### src/cbi_pkg.sv
/*
 Constants, cycle-type codes and carrier structs for the bus interface
 control block. Assumes one 10 MHz core clock and a synchronous reset.
*/
// Summary of operation
// Priority lines read as binary, bit0 LSB
// Level seven taken regardless of mask
// Requester holds level until acknowledge code
// Bus fault with halt picks rerun or exception
// Reset instruction drives reset line only
// External reset starts initialization sequence
// Halt plus reset together is full reset
// External halt stops after current cycle
// Halt floats address, data and cycle code; code floats data and code only, address stays driven
// Self-stop drives the halt line
// Enable period ten clocks, six low four high
// Enable ring counter runs free always; code holds it at ENABLE_RESET while rst_i is high
// Sync select during acknowledge means autovector
// Sync address valid only after sync select
// Three-bit cycle-type code encodings
// Cycle code valid while address strobe asserted
// Word reads assert both byte strobes
// Byte reads pick strobe by byte select bit
// Grant acknowledge floats all bus outputs
// Clock never gated, pulse widths kept
// Master deskews its signals and slave replies
// Acknowledge latches read data, ends cycle
// Acknowledge cycle puts level on low address
// Take interrupt only when above mask
package cbi_pkg;
    // Cycle-type codes and top interrupt level
    localparam logic [2:0] CT_USER_DATA = 3'h1;
    localparam logic [2:0] CT_USER_PROG = 3'h2;
    localparam logic [2:0] CT_SUP_DATA = 3'h5;
    localparam logic [2:0] CT_SUP_PROG = 3'h6;
    localparam logic [2:0] CT_INT_ACK = 3'h7;
    localparam logic [2:0] CT_RESET = 3'h0;
    localparam logic [2:0] LEVEL_TOP = 3'h7;
    // Enable divider phases
    localparam int ENABLE_LOW_CLKS = 6;
    localparam int ENABLE_HIGH_CLKS = 4;
    localparam int ENABLE_PERIOD_CLKS = ENABLE_LOW_CLKS + ENABLE_HIGH_CLKS;
    localparam logic [3:0] ENABLE_LAST = 4'(ENABLE_PERIOD_CLKS - 1);
    localparam logic [3:0] ENABLE_HIGH_FROM = 4'(ENABLE_LOW_CLKS);
    localparam logic [3:0] ENABLE_RESET = 4'h0;
    // Reset pulse from the reset instruction, in cycles
    localparam logic [7:0] RESET_OUT_CLKS = 8'h7C;
    // Constant upper address in acknowledge cycles
    localparam logic [19:0] ACK_ADDR_HIGH = 20'hFFFFF;

    typedef struct packed {
        logic [22:0] addr;   // Word address A1..A23
        logic [2:0] ctype;   // Cycle-type code
        logic is_read;
        logic is_byte;
        logic byte_sel;      // Internal lowest address bit
        logic [15:0] wdata;
    } cbi_req_t;

    typedef struct packed {
        logic [22:0] addr;
        logic [15:0] data;
        logic [2:0] ctype;
        logic strobe_n;
        logic upper_n;
        logic lower_n;
        logic rd_wr;
        logic valid_n;
    } cbi_bus_t;
endpackage

### src/cbi_ctrl.sv
/*
 Bus interface control: enable divider, interrupt gating, cycle issue
 with strobes, halt/fault/reset handling and float enables.
 Assumes pins are synchronous to core_clk_i, active-low pins inverted.
*/
`timescale 1ns/100ps
`default_nettype none
module cbi_ctrl (
    input wire logic core_clk_i,            // 10 MHz core clock
    input wire logic rst_i,                 // Sync reset, active high
    input wire cbi_pkg::cbi_req_t req_i,    // Cycle request
    input wire logic req_valid_i,           // Request pending
    output logic req_ready_o,               // Request taken
    output logic [15:0] rdata_o,            // Aligned read data
    output logic done_o,                    // Cycle end pulse
    output logic autovec_o,                 // Autovector used
    output logic fault_o,                   // Exception on fault
    output logic rerun_o,                   // Rerun on fault+halt
    input wire logic [2:0] mask_i,          // Status register mask
    input wire logic [2:0] interrupt_priority_lines_i, // Active high
    output logic irq_take_o,                // Interrupt accepted
    output logic [2:0] irq_level_o,         // Registered line level
    input wire logic reset_instr_i,         // Reset instruction
    input wire logic stopped_i,             // Core has stopped
    output logic sys_init_o,                // Start initialization
    output logic full_reset_o,              // System-wide reset
    output cbi_pkg::cbi_bus_t bus_o,        // Bus outputs
    output logic bus_oe_o,                  // Addr/ctrl drive enable
    output logic data_oe_o,                 // Data drive enable
    output logic ctype_oe_o,                // Cycle code drive enable
    input wire logic [15:0] data_i,         // Data bus in
    input wire logic transfer_acknowledge_i, // Active high
    input wire logic bus_fault_input_i,     // Active high
    input wire logic sync_peripheral_select_i, // Active high
    input wire logic grant_acknowledge_input_i, // Active high
    input wire logic halt_i,                // Halt line in
    output logic halt_o,                    // Halt line out
    output logic halt_oe_o,                 // Halt drive enable
    input wire logic reset_line_i,          // Reset line in
    output logic reset_line_o,              // Reset line out
    output logic reset_line_oe_o,           // Reset drive enable
    output logic enable_o                   // Peripheral enable
);
    typedef enum logic [3:0] {
        ST_IDLE = 4'h1,
        ST_ACT = 4'h2,
        ST_SYNC = 4'h4,
        ST_HALT = 4'h8
    } cbi_state_t;

    cbi_state_t st_q, st_d;
    logic [3:0] ring_q, ring_d;
    logic en_q, en_d;
    cbi_pkg::cbi_req_t cur_q, cur_d;
    cbi_pkg::cbi_bus_t bus_q, bus_d;
    logic ready_q, ready_d, done_q, done_d, av_q, av_d;
    logic flt_q, flt_d, rer_q, rer_d;
    logic [15:0] rd_q, rd_d;
    logic take_q, take_d;
    logic [2:0] lvl_q, lvl_d;
    logic [7:0] rcnt_q, rcnt_d;
    logic init_q, init_d, full_q, full_d;
    logic boe_q, boe_d, doe_q, doe_d, coe_q, coe_d;
    logic hoe_q, hoe_d;
    logic rout_q, rout_d;
    logic enable_edge;

    // Enable divider; ring reset value is arbitrary phase
    always_comb
    begin
        // free-running ring
        ring_d = (ring_q == cbi_pkg::ENABLE_LAST) ? 4'h0 : ring_q + 4'h1;
        // six low, four high
        en_d = (ring_d >= cbi_pkg::ENABLE_HIGH_FROM);
    end
    // Sync transfers align to the last low clock before enable rises
    assign enable_edge = (ring_q == cbi_pkg::ENABLE_HIGH_FROM - 4'h1);

    always_ff @(posedge core_clk_i)
    begin
        if (rst_i)
        begin
            ring_q <= cbi_pkg::ENABLE_RESET;
            en_q <= 1'b0;
        end
        else
        begin
            ring_q <= ring_d;
            en_q <= en_d;
        end
    end

    // Interrupt acceptance against the mask
    always_comb
    begin
        // binary level, bit0 least significant
        lvl_d = interrupt_priority_lines_i;
        // above mask only; level seven never masked
        take_d = (lvl_d != 3'h0) &&
            ((lvl_d > mask_i) || (lvl_d == cbi_pkg::LEVEL_TOP));
    end

    always_ff @(posedge core_clk_i)
    begin
        if (rst_i)
        begin
            take_q <= 1'b0;
            lvl_q <= 3'h0;
        end
        else
        begin
            take_q <= take_d;
            lvl_q <= lvl_d;
        end
    end

    // Reset and halt lines; self-reset never touches our own state
    always_comb
    begin
        rcnt_d = rcnt_q;
        // reset instruction pulses line out
        if (reset_instr_i && rcnt_q == 8'h0)
            rcnt_d = cbi_pkg::RESET_OUT_CLKS;
        else if (rcnt_q != 8'h0)
            rcnt_d = rcnt_q - 8'h1;
        // Registered so the reset pin comes straight from a flop
        rout_d = (rcnt_d != 8'h0);
        // outside reset starts init, ignoring our own drive
        init_d = reset_line_i && (rcnt_q == 8'h0);
        // halt with reset is a full reset
        full_d = init_d && halt_i;
        // drive halt when stopped
        hoe_d = stopped_i;
    end

    always_ff @(posedge core_clk_i)
    begin
        if (rst_i)
        begin
            rcnt_q <= 8'h0;
            init_q <= 1'b0;
            full_q <= 1'b0;
            hoe_q <= 1'b0;
            rout_q <= 1'b0;
        end
        else
        begin
            rcnt_q <= rcnt_d;
            init_q <= init_d;
            full_q <= full_d;
            hoe_q <= hoe_d;
            rout_q <= rout_d;
        end
    end

    // Bus cycle sequencer
    always_comb
    begin
        st_d = st_q;
        cur_d = cur_q;
        bus_d = bus_q;
        ready_d = 1'b0;
        done_d = 1'b0;
        av_d = 1'b0;
        flt_d = 1'b0;
        rer_d = 1'b0;
        rd_d = rd_q;
        unique case (st_q)
            ST_IDLE:
            begin
                // halt holds off new cycles
                if (halt_i && !grant_acknowledge_input_i)
                    st_d = ST_HALT;
                else if (req_valid_i && !grant_acknowledge_input_i &&
                    !init_q && !ready_q)
                begin
                    ready_d = 1'b1;
                    cur_d = req_i;
                    st_d = ST_ACT;
                    bus_d.addr = req_i.addr;
                    // level on low lines, rest high
                    if (req_i.ctype == cbi_pkg::CT_INT_ACK)
                        bus_d.addr = {cbi_pkg::ACK_ADDR_HIGH, lvl_q};
                    // code from request
                    bus_d.ctype = req_i.ctype;
                    bus_d.data = req_i.wdata;
                    bus_d.rd_wr = req_i.is_read;
                    bus_d.strobe_n = 1'b0;
                    // word: both strobes; byte: by select bit
                    bus_d.upper_n = req_i.is_byte && req_i.byte_sel;
                    bus_d.lower_n = req_i.is_byte && !req_i.byte_sel;
                end
            end
            ST_ACT:
            begin
                // fault with halt reruns, alone faults
                if (bus_fault_input_i)
                begin
                    rer_d = halt_i;
                    flt_d = !halt_i;
                    st_d = ST_IDLE;
                end
                // sync select in acknowledge: autovector
                else if (sync_peripheral_select_i)
                begin
                    if (cur_q.ctype == cbi_pkg::CT_INT_ACK)
                    begin
                        av_d = 1'b1;
                        done_d = 1'b1;
                        st_d = ST_IDLE;
                    end
                    else
                        st_d = ST_SYNC;
                end
                // acknowledge latches read data and ends cycle
                else if (transfer_acknowledge_i)
                begin
                    done_d = 1'b1;
                    st_d = ST_IDLE;
                    if (cur_q.is_read)
                        rd_d = (cur_q.is_byte) ? (cur_q.byte_sel ?
                            {8'h00, data_i[7:0]} :
                            {8'h00, data_i[15:8]}) : data_i;
                end
            end
            ST_SYNC:
            begin
                // valid address only after select and alignment
                if (enable_edge)
                    bus_d.valid_n = 1'b0;
                if (!bus_q.valid_n && en_q && !en_d)
                begin
                    done_d = 1'b1;
                    st_d = ST_IDLE;
                    if (cur_q.is_read)
                        rd_d = (cur_q.is_byte) ? (cur_q.byte_sel ?
                            {8'h00, data_i[7:0]} :
                            {8'h00, data_i[15:8]}) : data_i;
                end
            end
            ST_HALT:
            begin
                if (!halt_i)
                    st_d = ST_IDLE;
            end
            default:
                st_d = ST_IDLE;
        endcase
        // Close strobes when the cycle ends
        if (st_d != ST_ACT && st_d != ST_SYNC)
        begin
            bus_d.strobe_n = 1'b1;
            bus_d.upper_n = 1'b1;
            bus_d.lower_n = 1'b1;
            bus_d.valid_n = 1'b1;
            bus_d.rd_wr = 1'b1;
        end
        // grant acknowledge floats all bus outputs
        boe_d = !grant_acknowledge_input_i;
        // halt floats data and code; address stays driven
        doe_d = boe_d && (st_d != ST_HALT) && !bus_d.rd_wr;
        // code driven while strobe asserted
        coe_d = boe_d && (st_d != ST_HALT);
    end

    // all outputs and sampled replies pass through registers
    always_ff @(posedge core_clk_i)
    begin
        if (rst_i)
        begin
            st_q <= ST_IDLE;
            cur_q <= '0;
            bus_q <= '{addr: 23'h0, data: 16'h0,
                ctype: cbi_pkg::CT_RESET, strobe_n: 1'b1, upper_n: 1'b1,
                lower_n: 1'b1, rd_wr: 1'b1, valid_n: 1'b1};
            ready_q <= 1'b0;
            done_q <= 1'b0;
            av_q <= 1'b0;
            flt_q <= 1'b0;
            rer_q <= 1'b0;
            rd_q <= 16'h0;
            boe_q <= 1'b0;
            doe_q <= 1'b0;
            coe_q <= 1'b0;
        end
        else
        begin
            st_q <= st_d;
            cur_q <= cur_d;
            bus_q <= bus_d;
            ready_q <= ready_d;
            done_q <= done_d;
            av_q <= av_d;
            flt_q <= flt_d;
            rer_q <= rer_d;
            rd_q <= rd_d;
            boe_q <= boe_d;
            doe_q <= doe_d;
            coe_q <= coe_d;
        end
    end

    assign req_ready_o = ready_q;
    assign rdata_o = rd_q;
    assign done_o = done_q;
    assign autovec_o = av_q;
    assign fault_o = flt_q;
    assign rerun_o = rer_q;
    assign irq_take_o = take_q;
    assign irq_level_o = lvl_q;
    assign sys_init_o = init_q;
    assign full_reset_o = full_q;
    assign bus_o = bus_q;
    assign bus_oe_o = boe_q;
    assign data_oe_o = doe_q;
    assign ctype_oe_o = coe_q;
    assign halt_o = hoe_q;
    assign halt_oe_o = hoe_q;
    assign reset_line_o = rout_q;
    assign reset_line_oe_o = rout_q;
    assign enable_o = en_q;
endmodule
`default_nettype wire

### config.mk
export PLATFORM = sky130hd
export DESIGN_NAME = cbi_ctrl
export DESIGN_NICKNAME = d
export VERILOG_FILES = /design/src/cbi_pkg.sv /design/src/cbi_ctrl.sv
export SDC_FILE = /design/constraint.sdc
export NUM_CORES = 1
export LEC_CHECK = 0
export ABC_AREA = 1
export BUFFER_PORTS_ARGS = -buffer_cell sky130_fd_sc_hd__buf_4
export CAP_MARGIN = 30
export CORE_ASPECT_RATIO = 1.75
export CORE_MARGIN = 2
export CORE_UTILIZATION = 53
export CTS_CLUSTER_SIZE = 20
export DETAILED_ROUTE_END_ITERATION = 12
export PLACE_DENSITY = 0.85
export SKIP_LAST_GASP = 1
export SLEW_MARGIN = 20
export SYNTH_ARGS = -nofsm -noshare
export SYNTH_HDL_FRONTEND = slang
export SYNTH_SLANG_ARGS = --single-unit
### constraint.sdc
create_clock -name core_clk_i -period 2.5 [get_ports core_clk_i]
set_input_delay 0.375 -clock core_clk_i [delete_from_list [all_inputs] [get_ports core_clk_i]]
set_output_delay 0.375 -clock core_clk_i [all_outputs]
set_load 0.05 [all_outputs]
# == Word level (Yosys, flattened, before mapping) ==
# Index checks and enable logic that the tools add are counted.
# totals
ff_bits,99
mem_count,0
latchBits,0
mem_bits_rw,0
input_bits,78
word_cells,125
mem_bits_ro,0
# op_classes
mul,0
n_addsub,2
shifts,0
magnitude_cmp,2
muxes,34
div,0
eq_ne,16
bitwise,5
reduce_logical,36
# op_table
op,n
$mux W16,6
$mux W4,8
$pmux W16 S2,1
$mux W8,3
$mux W23,1
$pmux W4 S4,1
$reduce_bool A8 Y1,2
$logic_and A1 B1 Y1,15
$mux W1,11
$eq A3 B3 Y1 const B,3
$eq A4 B3 Y1 const B,2
$eq A4 B4 Y1 const B,2
$logic_not A1 Y1,8
$logic_not A8 Y1,1
$ne A2 B2 Y1 const B,4
$sub A8 B1 Y8 const B,1
$reduce_or A3 Y1,2
$not A1 Y1,5
$reduce_and A5 Y1,1
$add A4 B1 Y4 const B,1
$eq A4 B1 Y1 const B,1
$eq A4 B2 Y1 const B,1
$ge A4 B3 Y1 const B,1
$ne A4 B2 Y1 const B,1
13 further kinds,13

# == Depth between registers and ports, before layout ==
# depth
ltp_word,12
mapped_depth,11
mapped_depth_nobuf,11

# == Worst setup path before layout ==
# No wires, ideal clock.
# synth_timing
path_type,flip-flop to flip-flop
startpoint,"register init_q, in the netlist sys_init_o"
endpoint,register bus_q (netlist bit bus_o[3])
setup_slack_ps,924
t_arrival_ps,1438
setup_ps,138
required_ps,2362
path_stages_with_launch,9
n_path_buf,2
path_cell_list,dfxtp_1 > nor2_1 > nand3_1 > nor2_8 > inv_2 > buf_6 > buf_6 > nand2_1 > nand4_1
# synth_between
elab_chain_len,9
# synth_lines
item,line_no,rtl
from (decl),cbi_ctrl.sv:62,"logic init_q, init_d, full_q, full_d;"
from (signal assigned),cbi_ctrl.sv:149,init_q <= init_d;
$logic_not A1 Y1 *,cbi_ctrl.sv:175,!init_q && !ready_q)
$logic_and A1 B1 Y1 *,cbi_ctrl.sv:174,else if (req_valid_i && !grant_acknowledge_input_i &&
$logic_and A1 B1 Y1 *,cbi_ctrl.sv:175,
$mux W4,cbi_ctrl.sv:174,
$mux W4,cbi_ctrl.sv:172,if (halt_i && !grant_acknowledge_input_i)
$pmux W4 S4,cbi_ctrl.sv:168,unique case (st_q)
$ne A4 B2 Y1 or $ne A4 B3 Y1 (tied branches),cbi_ctrl.sv:250,if (st_d != ST_ACT && st_d != ST_SYNC)
$logic_and A1 B1 Y1,cbi_ctrl.sv:250,
$reduce_or A2 Y1 (no line),--,
to (signal assigned),cbi_ctrl.sv:273,"bus_q <= '{addr: 23'h0, data: 16'h0,"
to (signal assigned),cbi_ctrl.sv:290,bus_q <= bus_d;
to (decl),cbi_ctrl.sv:55,"cbi_pkg::cbi_bus_t bus_q, bus_d;"
# Every way passes the cells marked *; elsewhere a longest branch is shown, timed or not.
# A chain may end at the register's enable or synchronous reset.

# == Worst setup path after layout ==
# layout_timing
startpoint,register ring_q[0]
endpoint,"register rd_q[1], in the netlist rdata_o[1]"
# layout_between
elab_chain_len,7
# layout_lines
item,line_no,rtl
from (decl),cbi_ctrl.sv:52,"logic [3:0] ring_q, ring_d;"
from (signal assigned),cbi_ctrl.sv:83,ring_q <= cbi_pkg::ENABLE_RESET;
from (signal assigned),cbi_ctrl.sv:88,ring_q <= ring_d;
$add A4 B1 Y4 or $eq A4 B4 Y1 (tied branches),cbi_ctrl.sv:72,ring_d = (ring_q == cbi_pkg::ENABLE_LAST) ? 4'h0 : ring_q + 4'h1;
$mux W4 *,cbi_ctrl.sv:72,
$ge A4 B3 Y1 *,cbi_ctrl.sv:74,en_d = (ring_d >= cbi_pkg::ENABLE_HIGH_FROM);
$logic_not A1 Y1 *,cbi_ctrl.sv:231,if (!bus_q.valid_n && en_q && !en_d)
$logic_and A1 B1 Y1 *,cbi_ctrl.sv:231,
$ne A2 B2 Y1 (no line) *,--,
$reduce_and A5 Y1 (no line) *,--,
to (signal assigned),cbi_ctrl.sv:296,rd_q <= rd_d;
to (decl),cbi_ctrl.sv:58,"logic [15:0] rd_q, rd_d;"
# Marks and branches as above.

==> results.toml <==
[run_status]
status = "finished clean"

[yosys]
seq_area_frac_synth = 0.462
syn_inst = 558
synth-edff-count = 0
ys_async_sr_fraction = 0
yosysUniqueCellTypes = 33
synth-main-ff-cell = "dfxtp_1"
yosys-top-cells-area = "dfxtp_1, nor2_1, nand2_1"
syn_area_per_cell_sq_um = 7.69
ys_ff_latch = 99
syn_area_sq_um = 4290
yosysWarnings = 0
yosysTopAreaCell = "dfxtp_1"
syn-num-nets = 643
synth_top_area_frac = 0.462

[sta]
worst_slew_pin_slew_ns = 0.673
finalClockSkew_ns = 0.00511
fin_ws_ns = 0.537
setup_tns_ns = 0
slew_headroom = 0.551
setup_violations = 0
fmax_mhz = 509
fin_crit_sh = 0.785
fin_hold_ws_ns = 0.207
slew_violations = 0
rsz0062_at_grt = "no"
final-hold-violation-count = 0
post-route-min-period_ns = 1.96

[drt]
postRouteAntennaNets = 0
vias = 4276
dr.pass1.iters = 7
routedWlPerCell_um = 14.1
post_drt_via_cell_ratio = 5.36
drc = 0
routed_wl_um = 11300
first_iter_violations = 255

[grt]
overflow = 0
antenna_found_initial = 0
grt_pass1_wl_um = 17500
grt_max_degree = 51
grt_pass1_vias = 4066
track_usage = 0.250

[flow_run]
max_cap_viol_count = 0

[critical_path]
crit_chain = "ha_1 > nor2_1 > nor2_1 > nand3_1 > nand4_2 > nand2_2 > nand2_2 > nand2_1 > nand2_1 > nor2_1"
crit_required_ns = 2.78
crit_path_start_kind = "flip-flop"
cpMaxStageDelayCell = "nand2_2"
critPathKind = "reg -> reg"
endpoint_kind = "flip-flop"
cp_common_cell = "nor2_1"
arrival_ns = 2.25
max_stage_delay_ns = 0.38
cp_max_fo = 25

[power_and_ir_drop]
p_seq_frac = 0.403
p_sw_frac = 0.355
intPower_w = 0.00294
switchingPower_w = 0.00162
p_leak_nw = 2.87
vdd_ir_drop_max_uv = 531
p_comb_frac = 0.306
clkPwrFrac = 0.292
powerDensity_nw_per_um2 = 798

[cts]
cts.sinks = 99
clkTransAtPathRegs_ns = 0.07
postCtsSetupBuffers = 0
cts_resized = 0
clk_path_buf_depth = 2
root_buffer = "clkbuf_16"
clock_latency_ns = 0.34
cts_tree = "done"
hold_buffers = 0
htree_num_levels = 3
cts_inserted_buffers = 9

[finish]
drive_gt1_frac = 0.311
antennaDiodeCount = 0
nets = 788
fillers = 625
area_growth_pct = 33.3
final_cell_mix = "buf_4, nor2_1, dfxtp_1"
final_cells = 798
mostFrequentLayoutCell = "buf_4"

[hold_path]
hold_class = "in -> reg"

[floorplanning]
start_util = 0.542
core_sq_um = 7910
ios = 160
num_rows = 43
die_h_um = 123
die_w_um = 72
die_area_sq_um = 8860

[place]
pre_cts_slack_ns = 0.556
place.gp.congestion = 0.994
portBuffers = 159
hpwl_um = 8350
dp_cells = 782
state kept, by name (all words and copies together) (netlist names):
| name | count |
|---|---|
| rerun_o | 1 |
| ring_q | 4 |
| bus_oe_o | 1 |
| rcnt_q | 8 |
| full_reset_o | 1 |
| sys_init_o | 1 |
| bus_o | 47 |
| irq_take_o | 1 |
| autovec_o | 1 |
| fault_o | 1 |
| ctype_oe_o | 1 |
| data_oe_o | 1 |
| st_q | 4 |
| reset_line_o | 1 |
| cur_q | 3 |
| done_o | 1 |
| req_ready_o | 1 |
| rdata_o | 16 |
| enable_o | 1 |
| irq_level_o | 3 |
| halt_o | 1 |
cell families after synthesis:
group                      share of synthesized area
and+or+nand+nor                                0.303
DFF                                            0.462
AOI/OAI and AO/OA                             0.0974
buffers and inverters                         0.0928
muxes                                         0.0198
adders and majority gates                     0.0204
xor gates and xnor gates                     0.00408
layer usage:
metal  wire length, um  share of wire  up-vias  track usage
met5                 0              0        -            0
met4               412          0.037        0        0.138
met3               805          0.071       37       0.0652
met2              5950           0.53      183        0.444
met1              4100           0.36     1959        0.264
li1                  -              -     2097            -
cells in the mapped netlist (7+ instances only):
master,instances
nor3_1,11
nand4_1,7
ha_1,7
dfxtp_1,99
nor2_1,114
buf_4,8
nand2_1,77
nor3_2,16
buf_6,8
nand3_1,38
inv_1,42
o21ai_0,50
a21oi_1,27
power groups by stage:
stage	clock, W	combinational, W	sequential (W)
floorplan	0	0.000718	0.00215
finish	0.00133	0.00139	0.00184
CTS	0.00135	0.00139	0.00183
global placement	0	0.00135	0.00186
detailed placement	0	0.00139	0.00187
global route	0.00141	0.00153	0.00185
per-stage QoR:
| step | total power [W] | utilization | cell area, sq um |
|---|---|---|---|
| after floorplan | 0.00287 | - | 4290 |
| after global placement | 0.00321 | 0.687 | 5430 |
| after detailed placement | 0.00325 | 0.687 | 5430 |
| after CTS | 0.00458 | 0.723 | 5720 |
| after global routing | 0.00479 | 0.723 | 5720 |
| final | 0.00456 | 0.723 | 5720 |
critical path: cells and delay by family (launching register included):
| kind | cells | cell delay [ns] |
|---|---|---|
| AND/OR/NAND/NOR | 9 | 1.31 |
| adder cells (fa/ha/maj) | 1 | 0.23 |
| flip-flops | 1 | 0.35 |
worst paths after layout:
path	from	end	slack [ns]	depth (start not counted)
worst max-delay path	ring_q[0]$_SDFF_PP0_	rdata_o[1]$_SDFFE_PP0P_	0.54	10
worst min-delay path	grant_acknowledge_input_i	bus_oe_o$_SDFF_PP0_	0.21	2
worst max register to register	ring_q[0]$_SDFF_PP0_	rdata_o[1]$_SDFFE_PP0P_	0.54	10
worst min register to register	bus_o[4]$_SDFFE_PP1P_	bus_o[4]$_SDFFE_PP1P_	0.46	2
cell type report:
cell class                      instances  area [sq um]  area share
Clock buffer                           12           256      0.0448
Clock inverter                          4          32.5     0.00569
Inverter                               48           180      0.0315
Multi-Input combinational cell        379          1910       0.334
Sequential cell                        99          1980       0.347
Tap cell                               90           113      0.0197
Timing Repair Buffer                  166          1250       0.218
(Power assumes the default switching activity.)
